--- src/hw/enclosure_mgmt_defines.vh ---
// Register offsets, field positions, reset values and timing counts
`ifndef ENCLOSURE_MGMT_DEFINES_VH
`define ENCLOSURE_MGMT_DEFINES_VH

// Byte offsets on the register bus
`define EMC_OFS_CTL_STS      8'h20
`define EMC_OFS_EXT_CAPS     8'h24
`define EMC_OFS_HANDOFF      8'h28
`define EMC_OFS_INT_STATUS   8'h40
`define EMC_OFS_INT_CLEAR    8'h44
`define EMC_OFS_INT_ENABLE   8'h48

// Control/status field positions
`define EMC_BIT_GPIO_STYLE   19
`define EMC_BIT_SCSI_ENCL    18
`define EMC_BIT_FT_ENCL      17
`define EMC_BIT_INDICATOR    16
`define EMC_BIT_RESET_REQ    9
`define EMC_BIT_TRANSMIT     8
`define EMC_BIT_MSG_RCVD     0

// Extended capability field position
`define EMC_BIT_HANDOFF_CAP  0

// Ownership handoff register layout
`define EMC_HO_BIOS_OWNED    0
`define EMC_HO_OS_OWNED      1
`define EMC_HO_SMI_EN        2
`define EMC_HO_OWN_CHANGE    3
`define EMC_HO_BIOS_BUSY     4
`define EMC_HO_MASK          32'h0000001f

// Interrupt status layout
`define EMC_IRQ_TX_DONE      0
`define EMC_IRQ_RX_DONE      1
`define EMC_IRQ_RST_DONE     2
`define EMC_IRQ_WIDTH        3

// Reset values
`define EMC_RST_ZERO         32'h00000000
`define EMC_RST_IRQ          3'h0

// Enclosure reset pulse: time in ns and derived cycles at clock rate
`define EMC_CLK_PERIOD_NS    20
`define EMC_ENCL_RST_NS      200
`define EMC_ENCL_RST_CYC     ((`EMC_ENCL_RST_NS + `EMC_CLK_PERIOD_NS - 1) / `EMC_CLK_PERIOD_NS)

`endif

--- src/hw/enclosure_pulse_timer.v ---
// Fixed-length pulse timer for the enclosure reset sequence
`timescale 1ns/1ns
`include "enclosure_mgmt_defines.vh"
module enclosure_pulse_timer
(
   input  wire       clock,
   input  wire       srst,
   input  wire       start,
   output wire       busy,
   output reg        done
);

   localparam [31:0] LOAD_WIDE  = `EMC_ENCL_RST_CYC;
   localparam [7:0]  LOAD_VALUE = LOAD_WIDE[7:0];

   reg [7:0] count_q;

   assign busy = (count_q != 8'h00);

   always @(posedge clock)
   begin
      if (srst)
      begin
         count_q <= 8'h00;
         done    <= 1'b0;
      end
      else
      begin
         done <= 1'b0;
         if (start && !busy)
         begin
            count_q <= LOAD_VALUE;
         end
         else if (busy)
         begin
            count_q <= count_q - 8'h01;
            if (count_q == 8'h01)
            begin
               done <= 1'b1;
            end
         end
      end
   end

endmodule

--- src/hw/enclosure_mgmt_ctl_caps.v ---
// Enclosure message control/status and extended capability registers
//
// What this block does
// - Bit 19 reads the fixed gpio-style message support strap.
// - Bit 18 reads the fixed scsi enclosure message support strap.
// - Bit 17 reads the fixed fault tolerant enclosure message strap.
// - Bit 16 reads the fixed indicator message support strap.
// - Writing one to bit 9 resets the message logic and the processor.
// - Bit 9 self-clears when the reset finishes; writing zero is ignored.
// - Writing one to bit 8 sends the buffered message to the enclosure.
// - Bit 8 clears once the whole message is sent, or when an enclosure reset aborts a launched send; zero is ignored.
// - Bit 0 sets when an incoming message is fully in the buffer.
// - Writing one to bit 0 clears it and writing zero does nothing.
// - Bit 0 at offset 24h reads the fixed handoff capability strap.
// - The handoff register exists only when the capability reads one.
// - The hardware activity signal waits for a first transmit request.
//
// Design decision made here: the Avalon-MM register port.
`timescale 1ns/1ns
`include "enclosure_mgmt_defines.vh"
module enclosure_mgmt_ctl_caps
#(
   parameter GPIO_STYLE_SUPPORTED  = 1'b1,
   parameter SCSI_ENCL_SUPPORTED   = 1'b0,
   parameter FT_ENCL_SUPPORTED     = 1'b0,
   parameter INDICATOR_SUPPORTED   = 1'b1,
   parameter HANDOFF_CAPABLE       = 1'b1,
   parameter HW_ACTIVITY_INDICATOR = 1'b1
)
(
   input  wire        clock,
   input  wire        srst,
   // Avalon-MM slave
   input  wire [7:0]  avs_address,
   input  wire        avs_read,
   input  wire        avs_write,
   input  wire [31:0] avs_writedata,
   input  wire [3:0]  avs_byteenable,
   output reg  [31:0] avs_readdata,
   output wire        avs_waitrequest,
   output reg  [1:0]  avs_response,
   // Enclosure side
   output reg         encl_reset,
   output reg         tx_start,
   input  wire        tx_done,
   input  wire        rx_complete,
   input  wire        activity_in,
   output reg         activity_out,
   output wire        message_logic_reset,
   output wire        irq
);

   // -----------------------------------------------------------------
   // Bus handshake
   // -----------------------------------------------------------------
   // One wait state: the access completes in the cycle after it rises,
   // which keeps read data registered and side effects single-shot.
   localparam [1:0] RESP_OK     = 2'b00;
   localparam [1:0] RESP_DECERR = 2'b11;

   reg  ack_q;
   wire access;
   wire take;
   wire wr_take;
   wire rd_take;

   assign access          = avs_read | avs_write;
   assign avs_waitrequest = access & ~ack_q;
   assign take            = access & ack_q;
   assign wr_take         = take & avs_write;
   assign rd_take         = take & avs_read;

   always @(posedge clock)
   begin
      if (srst)
      begin
         ack_q <= 1'b0;
      end
      else
      begin
         ack_q <= access & ~ack_q;
      end
   end

   // -----------------------------------------------------------------
   // Address decode
   // -----------------------------------------------------------------
   reg hit_ctl;
   reg hit_caps;
   reg hit_ho;
   reg hit_ist;
   reg hit_icl;
   reg hit_ien;
   reg hit_any;

   always @*
   begin
      hit_ctl  = 1'b0;
      hit_caps = 1'b0;
      hit_ho   = 1'b0;
      hit_ist  = 1'b0;
      hit_icl  = 1'b0;
      hit_ien  = 1'b0;
      if (avs_address == `EMC_OFS_CTL_STS)
         hit_ctl = 1'b1;
      else if (avs_address == `EMC_OFS_EXT_CAPS)
         hit_caps = 1'b1;
      else if (avs_address == `EMC_OFS_HANDOFF && HANDOFF_CAPABLE)
         hit_ho = 1'b1;
      else if (avs_address == `EMC_OFS_INT_STATUS)
         hit_ist = 1'b1;
      else if (avs_address == `EMC_OFS_INT_CLEAR)
         hit_icl = 1'b1;
      else if (avs_address == `EMC_OFS_INT_ENABLE)
         hit_ien = 1'b1;
      hit_any = hit_ctl | hit_caps | hit_ho | hit_ist | hit_icl | hit_ien;
   end

   // Byte-lane qualified write data; lanes not enabled write as zero
   wire [31:0] wmask;
   wire [31:0] wdata;

   assign wmask = {{8{avs_byteenable[3]}}, {8{avs_byteenable[2]}},
                   {8{avs_byteenable[1]}}, {8{avs_byteenable[0]}}};
   assign wdata = avs_writedata & wmask;

   // -----------------------------------------------------------------
   // Enclosure reset sequence
   // -----------------------------------------------------------------
   reg  reset_req_q;
   reg  reset_start_q;
   wire timer_busy;
   wire timer_done;

   enclosure_pulse_timer u_timer
   (
      .clock (clock),
      .srst  (srst),
      .start (reset_start_q),
      .busy  (timer_busy),
      .done  (timer_done)
   );

   // Message logic is held in reset while the request bit stands
   assign message_logic_reset = reset_req_q;

   always @(posedge clock)
   begin
      if (srst)
      begin
         reset_req_q   <= 1'b0;
         reset_start_q <= 1'b0;
         encl_reset    <= 1'b0;
      end
      else
      begin
         reset_start_q <= 1'b0;
         if (wr_take && hit_ctl && wdata[`EMC_BIT_RESET_REQ] && !reset_req_q)
         begin
            reset_req_q   <= 1'b1;
            reset_start_q <= 1'b1;
         end
         else if (timer_done)
         begin
            reset_req_q <= 1'b0;
         end
         encl_reset <= reset_start_q | timer_busy;
      end
   end

   // -----------------------------------------------------------------
   // Transmit request
   // -----------------------------------------------------------------
   // A transmit written during enclosure reset is still honoured; it is
   // launched once the reset finishes so the request is never lost.
   reg transmit_q;
   reg tx_launched_q;
   reg tx_seen_q;

   always @(posedge clock)
   begin
      if (srst)
      begin
         transmit_q    <= 1'b0;
         tx_launched_q <= 1'b0;
         tx_start      <= 1'b0;
         tx_seen_q     <= 1'b0;
      end
      else
      begin
         tx_start <= 1'b0;
         if (reset_req_q && !timer_done)
         begin
            tx_launched_q <= 1'b0;
            if (wr_take && hit_ctl && wdata[`EMC_BIT_TRANSMIT])
               transmit_q <= 1'b1;
            else if (tx_launched_q)
               transmit_q <= 1'b0;
         end
         else if (transmit_q && !tx_launched_q)
         begin
            tx_start      <= 1'b1;
            tx_launched_q <= 1'b1;
         end
         else if (transmit_q && tx_done)
         begin
            transmit_q    <= 1'b0;
            tx_launched_q <= 1'b0;
         end
         else if (wr_take && hit_ctl && wdata[`EMC_BIT_TRANSMIT])
         begin
            transmit_q <= 1'b1;
         end
         if (wr_take && hit_ctl && wdata[`EMC_BIT_TRANSMIT])
            tx_seen_q <= 1'b1;
         if (reset_req_q)
            tx_seen_q <= 1'b0;
      end
   end

   // -----------------------------------------------------------------
   // Hardware activity indicator
   // -----------------------------------------------------------------
   always @(posedge clock)
   begin
      if (srst)
         activity_out <= 1'b0;
      else
         activity_out <= HW_ACTIVITY_INDICATOR & tx_seen_q & activity_in;
   end

   // -----------------------------------------------------------------
   // Message received flag
   // -----------------------------------------------------------------
   reg msg_rcvd_q;

   always @(posedge clock)
   begin
      if (srst || reset_req_q)
         msg_rcvd_q <= 1'b0;
      else if (rx_complete)
         msg_rcvd_q <= 1'b1;
      else if (wr_take && hit_ctl && wdata[`EMC_BIT_MSG_RCVD])
         msg_rcvd_q <= 1'b0;
   end

   // -----------------------------------------------------------------
   // Ownership handoff register
   // -----------------------------------------------------------------
   // Semaphore bits survive the message reset; only srst clears them.
   reg  [4:0] ho_q;
   wire       os_rise;

   assign os_rise = wr_take && hit_ho && wdata[`EMC_HO_OS_OWNED]
                    && !ho_q[`EMC_HO_OS_OWNED];

   always @(posedge clock)
   begin
      if (srst || !HANDOFF_CAPABLE)
      begin
         ho_q <= 5'h00;
      end
      else
      begin
         if (wr_take && hit_ho)
         begin
            ho_q[`EMC_HO_BIOS_OWNED] <= wdata[`EMC_HO_BIOS_OWNED];
            ho_q[`EMC_HO_OS_OWNED]   <= wdata[`EMC_HO_OS_OWNED];
            ho_q[`EMC_HO_SMI_EN]     <= wdata[`EMC_HO_SMI_EN];
            ho_q[`EMC_HO_BIOS_BUSY]  <= wdata[`EMC_HO_BIOS_BUSY];
         end
         if (os_rise)
            ho_q[`EMC_HO_OWN_CHANGE] <= 1'b1;
         else if (wr_take && hit_ho && wdata[`EMC_HO_OWN_CHANGE])
            ho_q[`EMC_HO_OWN_CHANGE] <= 1'b0;
      end
   end

   // -----------------------------------------------------------------
   // Interrupts
   // -----------------------------------------------------------------
   reg  [`EMC_IRQ_WIDTH-1:0] irq_status_q;
   reg  [`EMC_IRQ_WIDTH-1:0] irq_enable_q;
   wire [`EMC_IRQ_WIDTH-1:0] irq_events;
   wire [`EMC_IRQ_WIDTH-1:0] irq_clear;

   assign irq_events = {timer_done, rx_complete, transmit_q & tx_done};
   assign irq_clear  = (wr_take && hit_icl) ?
                       wdata[`EMC_IRQ_WIDTH-1:0] : `EMC_RST_IRQ;
   assign irq        = |(irq_status_q & irq_enable_q);

   // Set wins over a clear that lands in the same cycle
   always @(posedge clock)
   begin
      if (srst)
      begin
         irq_status_q <= `EMC_RST_IRQ;
         irq_enable_q <= `EMC_RST_IRQ;
      end
      else
      begin
         irq_status_q <= (irq_status_q & ~irq_clear) | irq_events;
         if (wr_take && hit_ien)
            irq_enable_q <= wdata[`EMC_IRQ_WIDTH-1:0];
      end
   end

   // -----------------------------------------------------------------
   // Read data
   // -----------------------------------------------------------------
   reg [31:0] rd_word;

   always @*
   begin
      rd_word = `EMC_RST_ZERO;
      if (hit_ctl)
      begin
         rd_word[`EMC_BIT_GPIO_STYLE] = GPIO_STYLE_SUPPORTED;
         rd_word[`EMC_BIT_SCSI_ENCL]  = SCSI_ENCL_SUPPORTED;
         rd_word[`EMC_BIT_FT_ENCL]    = FT_ENCL_SUPPORTED;
         rd_word[`EMC_BIT_INDICATOR]  = INDICATOR_SUPPORTED;
         rd_word[`EMC_BIT_RESET_REQ]  = reset_req_q;
         rd_word[`EMC_BIT_TRANSMIT]   = transmit_q;
         rd_word[`EMC_BIT_MSG_RCVD]   = msg_rcvd_q;
      end
      else if (hit_caps)
         rd_word[`EMC_BIT_HANDOFF_CAP] = HANDOFF_CAPABLE;
      else if (hit_ho)
         rd_word[4:0] = ho_q;
      else if (hit_ist)
         rd_word[`EMC_IRQ_WIDTH-1:0] = irq_status_q;
      else if (hit_ien)
         rd_word[`EMC_IRQ_WIDTH-1:0] = irq_enable_q;
   end

   always @(posedge clock)
   begin
      if (srst)
      begin
         avs_readdata <= `EMC_RST_ZERO;
         avs_response <= RESP_OK;
      end
      else if (access && !ack_q)
      begin
         avs_readdata <= avs_read ? rd_word : `EMC_RST_ZERO;
         avs_response <= hit_any ? RESP_OK : RESP_DECERR;
      end
   end

endmodule

--- config.mk ---
export PLATFORM = sky130hd
export DESIGN_NAME = enclosure_mgmt_ctl_caps
export DESIGN_NICKNAME = d
export VERILOG_FILES = /design/src/hw/enclosure_pulse_timer.v /design/src/hw/enclosure_mgmt_ctl_caps.v
export VERILOG_INCLUDE_DIRS = /design/src /design/src/hw
export SDC_FILE = /design/constraint.sdc
export NUM_CORES = 1
export LEC_CHECK = 0
export BUFFER_PORTS_ARGS = -buffer_cell sky130_fd_sc_hd__buf_2
export CAP_MARGIN = 10
export CORE_MARGIN = 5
export CORE_UTILIZATION = 50
export CTS_CLUSTER_DIAMETER = 50
export DETAILED_ROUTE_END_ITERATION = 16
export MAX_ROUTING_LAYER = met4
export PLACE_DENSITY = 0.88
export SYNTH_ARGS = -nofsm -noshare
export SYNTH_HDL_FRONTEND = slang
export SYNTH_SLANG_ARGS = --single-unit
--- constraint.sdc ---
create_clock -name clock -period 3.25 [get_ports clock]
set_input_delay 0.65 -clock clock [delete_from_list [all_inputs] [get_ports clock]]
set_output_delay 0.65 -clock clock [all_outputs]
set_load 0.02 [all_outputs]
# Yosys cells after proc, flatten, opt, wreduce, memory -nomap -nowiden

Cells that the tools add are included.

Word-level logic and storage cells: 137
Register bits: 64
Output and inout bits: 40
Bits of input ports: 51

Muxes and demuxes: 53
Equality and inequality tests: 9
Bitwise operators: 19
Reductions and logical operators: 36
Add/subtract/negate cells: 1

Operators by type and width:

| cell                                                 | number |
|---|---|
| two-way mux 1 bit                                    | 40 |
| equality test 8 x 6 -> 1 bit (second input constant) | 3 |
| equality test 8 x 7 -> 1 bit (second input constant) | 3 |
| two-way mux 20 bit                                   | 1 |
| two-way mux 4 bit                                    | 5 |
| logical AND 1 bit                                    | 16 |
| two-way mux 3 bit                                    | 4 |
| bitwise AND 10 bit                                   | 1 |
| nonzero test 2 bit                                   | 5 |
| equality test 8 x 1 -> 1 bit (second input constant) | 1 |
| nonzero test 8 bit                                   | 1 |
| subtractor 8 x 1 -> 8 bit (second input constant)    | 1 |
| bitwise OR 1 bit                                     | 7 |
| bitwise AND 3 bit                                    | 2 |
| zero test 1 bit                                      | 6 |
| two-way mux 2 bit                                    | 3 |
| OR reduction 2 bit                                   | 3 |
| OR reduction 3 bit                                   | 2 |
| bitwise AND 1 bit                                    | 5 |
| != test 3 x 2 -> 1 bit (second input constant)       | 1 |
| NOT 3 bit                                            | 1 |
| bitwise OR 3 bit                                     | 1 |
| AND reduction 3 bit                                  | 1 |
| nonzero test 3 bit                                   | 1 |
| other kinds (3)                                      | 4 |

# Logic depth before layout (Yosys ltp)

Depth in word-level cells: 13
Depth in mapped cells: 6
Depth with buffers taken out: 6

# Cells and area by module

From an unflattened synthesis, not the netlist that was laid out.

Cells, all modules: 225
Area total of the unflattened synthesis: 1,953.1 um^2

Modules (own cells, without submodules):

| module                  | area each (um^2) | instances | cells each |
|---|---|---|---|
| enclosure_mgmt_ctl_caps | 1,490.2          | 1         | 174 |
| enclosure_pulse_timer   | 462.9            | 1         | 51 |

# Worst setup path before layout

OpenSTA, ideal clock, no wires.

Path type: input to register
From: input port avs_address[4]
To: register transmit_q
Setup time: 0.071 ns
Stages: 4
Path slack: 1.364 ns
Required time: 3.179 ns
Arrival time: 1.815 ns
Cell sequence: or4b_4 nor4_1 o22ai_1 a21oi_1

Longest elaborated chain between the ends: 6

Ends and longest elaborated chain:

| what                                                               | line                                                         | source |
|---|---|---|
| start: declaration                                                 | enclosure_mgmt_ctl_caps.v:34                                 | `input wire [7:0] avs_address,` |
| equality test 8 x 6 -> 1 bit (no line) (*)                         | --                                                           |  |
| two-way mux 1 bit (*)                                              | enclosure_mgmt_ctl_caps.v:104                                | `` if (avs_address == `EMC_OFS_CTL_STS) `` |
| logical AND 1 bit (*) (2 in a row)                                 | enclosure_mgmt_ctl_caps.v:195, enclosure_mgmt_ctl_caps.v:210 |  |
| != test 3 x 2 -> 1 bit (no line) (tied with other cells)           | --                                                           |  |
| AND reduction 3 bit (no line) or two-way mux 1 bit (tied branches) | --                                                           |  |
| end signal: assignment                                             | enclosure_mgmt_ctl_caps.v:196                                | `transmit_q <= 1'b1;` |
| end signal: assignment                                             | enclosure_mgmt_ctl_caps.v:198                                | `transmit_q <= 1'b0;` |
| end signal: assignment                                             | enclosure_mgmt_ctl_caps.v:212                                | `transmit_q <= 1'b1;` |
| end: declaration                                                   | enclosure_mgmt_ctl_caps.v:176                                | `reg transmit_q;` |

Mark *: on every way between the ends. The rest lies on a longest branch, timed or not.
A chain may end at the register's enable or synchronous reset.

# Final worst setup path

From: register u_timer.count_q[3]
To: register u_timer.count_q[3]

Longest elaborated chain between the ends: 4

Ends and longest elaborated chain:

| what                                                              | line                       | source |
|---|---|---|
| start: declaration                                                | enclosure_pulse_timer.v:16 | `reg [7:0] count_q;` |
| start signal: assignment                                          | enclosure_pulse_timer.v:36 | `count_q <= count_q - 8'h01;` |
| branches (longest 4 deep; another with subtractor 8 x 1 -> 8 bit) | --                         |  |

Several ways; the timed one is not identified. The select of a mux whose other input is x is not followed.

==> impl_metrics.csv <==
group,metric,value,unit
run_status,status,"finished, final reports clean",
yosys,post-synth-top-count-cell,"dfxtp_1",
clocking,path_clk_slew,70,ps
drt,routedWlPerCell,13.5,um
clocking,htree_num_levels,2,
timing,finalSetupTns,0,ps
timing,setup_violations,0,
die,io_pins,91,
clocking,cts_resized,0,
setup_path,reg2reg_from,"u_timer.count_q[3]",
power_and_ir_drop,power_frac_comb,29.0,%
place,io_buffer_count,40,
drt,first_pass_iters,4,
place,placed_cells_incl_taps,305,
layout,syn2layout_area_growth,9.49,%
place,placed_cell_area,2110,um2
global_route,overflow,0,
power_and_ir_drop,power,1220,uW
clocking,clock_latency,290,ps
clocking,cts_buffer_depth,2,
global_route,grt_max_degree,40,
yosys,avgSynthCellArea,8.89,um2
yosys,synth_warnings,0,
setup_path,worst-path-max-fanout,13,
timing,fin_crit_sh,62.6,%
timing,tightest_slew,822,ps
clocking,cts_hold_buffers,0,
clocking,cts_buffers,5,
die,coreArea,3940,um2
power_and_ir_drop,p_per_area,561,nW/um2
timing,max_freq,0.492,GHz
power_and_ir_drop,clkPwrFrac,24.3,%
timing,slew_headroom,44.4,%
setup_path,cp-end-kind,"register",
global_route,grt_pass1_wl,6480,um
drt,drc,0,
yosys,yosysTopAreaCellShare,39.2,%
layout,final_cell_area,2180,um2
layout,drive_gt1_share,23.0,%
timing,hold_viol_final,0,
yosys,synth.distinct_cells,51,
setup_path,worstSetupStartpoint,"u_timer.count_q[3]",
setup_path,path_cells,"or4_4 -> nor4b_4 -> or3_2 -> a31oi_1",
worst_hold_path,min_path_type,"reg2reg",
worst_hold_path,hp-start,"tx_seen_q",
power_and_ir_drop,vdd_drop_max,0.302,mV
clocking,postCtsSetupRepairBufs,0,
timing,fin_crit,2030,ps
layout,nNetsFinal,316,
layout,n_antenna_cell,0,
drt,drt-initial-drc-count,127,
timing,drv_slew,0,
yosys,async_reset_ff_share,0,%
yosys,synth_cells,224,
power_and_ir_drop,power_frac_seq,46.7,%
setup_path,arrival,2180,ps
clocking,ctsRootBufferMaster,"clkbuf_8",
yosys,netlist_top_cells_count,"dfxtp_1, buf_4, nand2_1",
yosys,ys_ff_latch,39,
yosys,netlist_area,1990,um2
clocking,tritoncts,"yes",
global_route,grt_pass1_vias,1483,
layout,finalCoreUtilization,55.3,%
layout,final_cells,311,
timing,finClkSkew,3.92,ps
drt,ant_nets,0,
power_and_ir_drop,cell_internal_pwr,827,uW
setup_path,cp_slowest_cell,"nor4b_4",
die,dieArea,5340,um2
die,rows,23,
global_route,antenna_found_initial,0,
yosys,yosysSeqAreaShare,39.2,%
power_and_ir_drop,power_leakage,0.000956,uW
global_route,grt.total_usage,16.1,%
yosys,synth_edf_count,0,
yosys,synth_top_area_cell,"dfxtp_1",
setup_path,path_class,"reg2reg",
setup_path,cp-start-kind,"register",
yosys,synth_area_leaders,"dfxtp_1, buf_4, nand2_1, nor2_1, mux2i_1",
setup_path,crit_required,3390,ps
drt,wirelength,4190,um
yosys,dominantRegCellSynth,"dfxtp_1",
drt,viasPerCell,5.29,
clocking,clkSinkCount,39,
power_and_ir_drop,switching_power,396,uW
timing,rsz0062_at_grt,"no",
die,fp.dieH,73.1,um
run,drv_cap,0,
place,gp_congestion,0.889,
setup_path,cp_slowest_stage_delay,650,ps
drt,vias,1644,
die,start_util,50.5,%
place,dpl.hpwl,3110,um
power_and_ir_drop,swShare,32.4,%
die,die_w,73.1,um
placed cells by master, fill, tap and decap left out, types with 4 or more instances in the layout:
master,Yosys,routed
buf_2,0,40
dfxtp_1,39,39
conb_1,1,23
nand2_1,18,18
nor2_1,17,17
nor3_1,12,12
a21oi_1,11,11
inv_1,10,10
o21ai_0,7,7
mux2i_1,6,6
a22oi_1,5,5
clkbuf_8,0,5
nor2b_1,4,4
nor4_1,4,4
and2_1,4,4
nand4_1,4,4
xnor2_1,4,4
path summary, 6_finish.rpt:
path	end	slack, ps	cells past startpoint
max reg2reg	u_timer.count_q[3]	1220	4
min reg2reg	activity_out	440	2
min	activity_out	440	2
max	u_timer.count_q[3]	1220	4
critical path, delay by kind of cell, from the launching register on:
kind / cells / cell delay (ps)
DFF: 1 / 340
and+or+nand+nor: 3 / 1470
AOI/OAI and AO/OA: 1 / 70
sequential cells by signal, summed over array words and instances, names as in the netlist:
signal / count
avs_readdata: 8
u_timer.count_q: 8
ho_q: 5
irq_enable_q: 3
irq_status_q: 3
ack_q: 1
activity_out: 1
avs_response: 1
encl_reset: 1
message_logic_reset: 1
msg_rcvd_q: 1
reset_start_q: 1
transmit_q: 1
tx_launched_q: 1
tx_seen_q: 1
tx_start: 1
u_timer.done: 1
logic make-up after synthesis:
logic type / share of synthesized area, %
compound gates: 13.1
fa+ha+maj: 1.89
other cells: 0.188
flops: 39.2
buf+inv: 13.8
mux: 3.58
simple gates: 26.0
xor+xnor: 2.20
metal layers:
metal	global-route usage (%)	up-vias	wire, um
li1	-	825	-
met1	19.4	754	1820
met2	24.3	59	2000
met3	4.82	6	308
met4	7.79	0	72
met5	-	-	0
final cells by class:
type / count / area (um2)
inverter: 10 / 37.5
clock buffer: 6 / 72.6
tap: 50 / 62.6
timing repair buffer: 41 / 208
multi-input combinational: 165 / 1020
fill: 362 / 1760
sequential: 39 / 781
through the flow:
| stage | setup WS (ps) | hold slack (ps) |
|---|---|---|
| floorplan | 1360 | 410 |
| global placement | 949 | 424 |
| detailed placement | 930 | 425 |
| CTS | 1200 | 441 |
| global route | 1060 | 457 |
| finish | 1220 | 444 |
power groups by stage:
stage	registers, uW	clock network [uW]	logic [uW]
6_report	571	297	355
5_1_grt	578	326	395
2_1_floorplan	578	0	313
4_1_cts	571	304	359
3_5_place_dp	580	0	355
3_3_place_gp	578	0	341
Note: power is estimated with default switching activity, not from simulation.
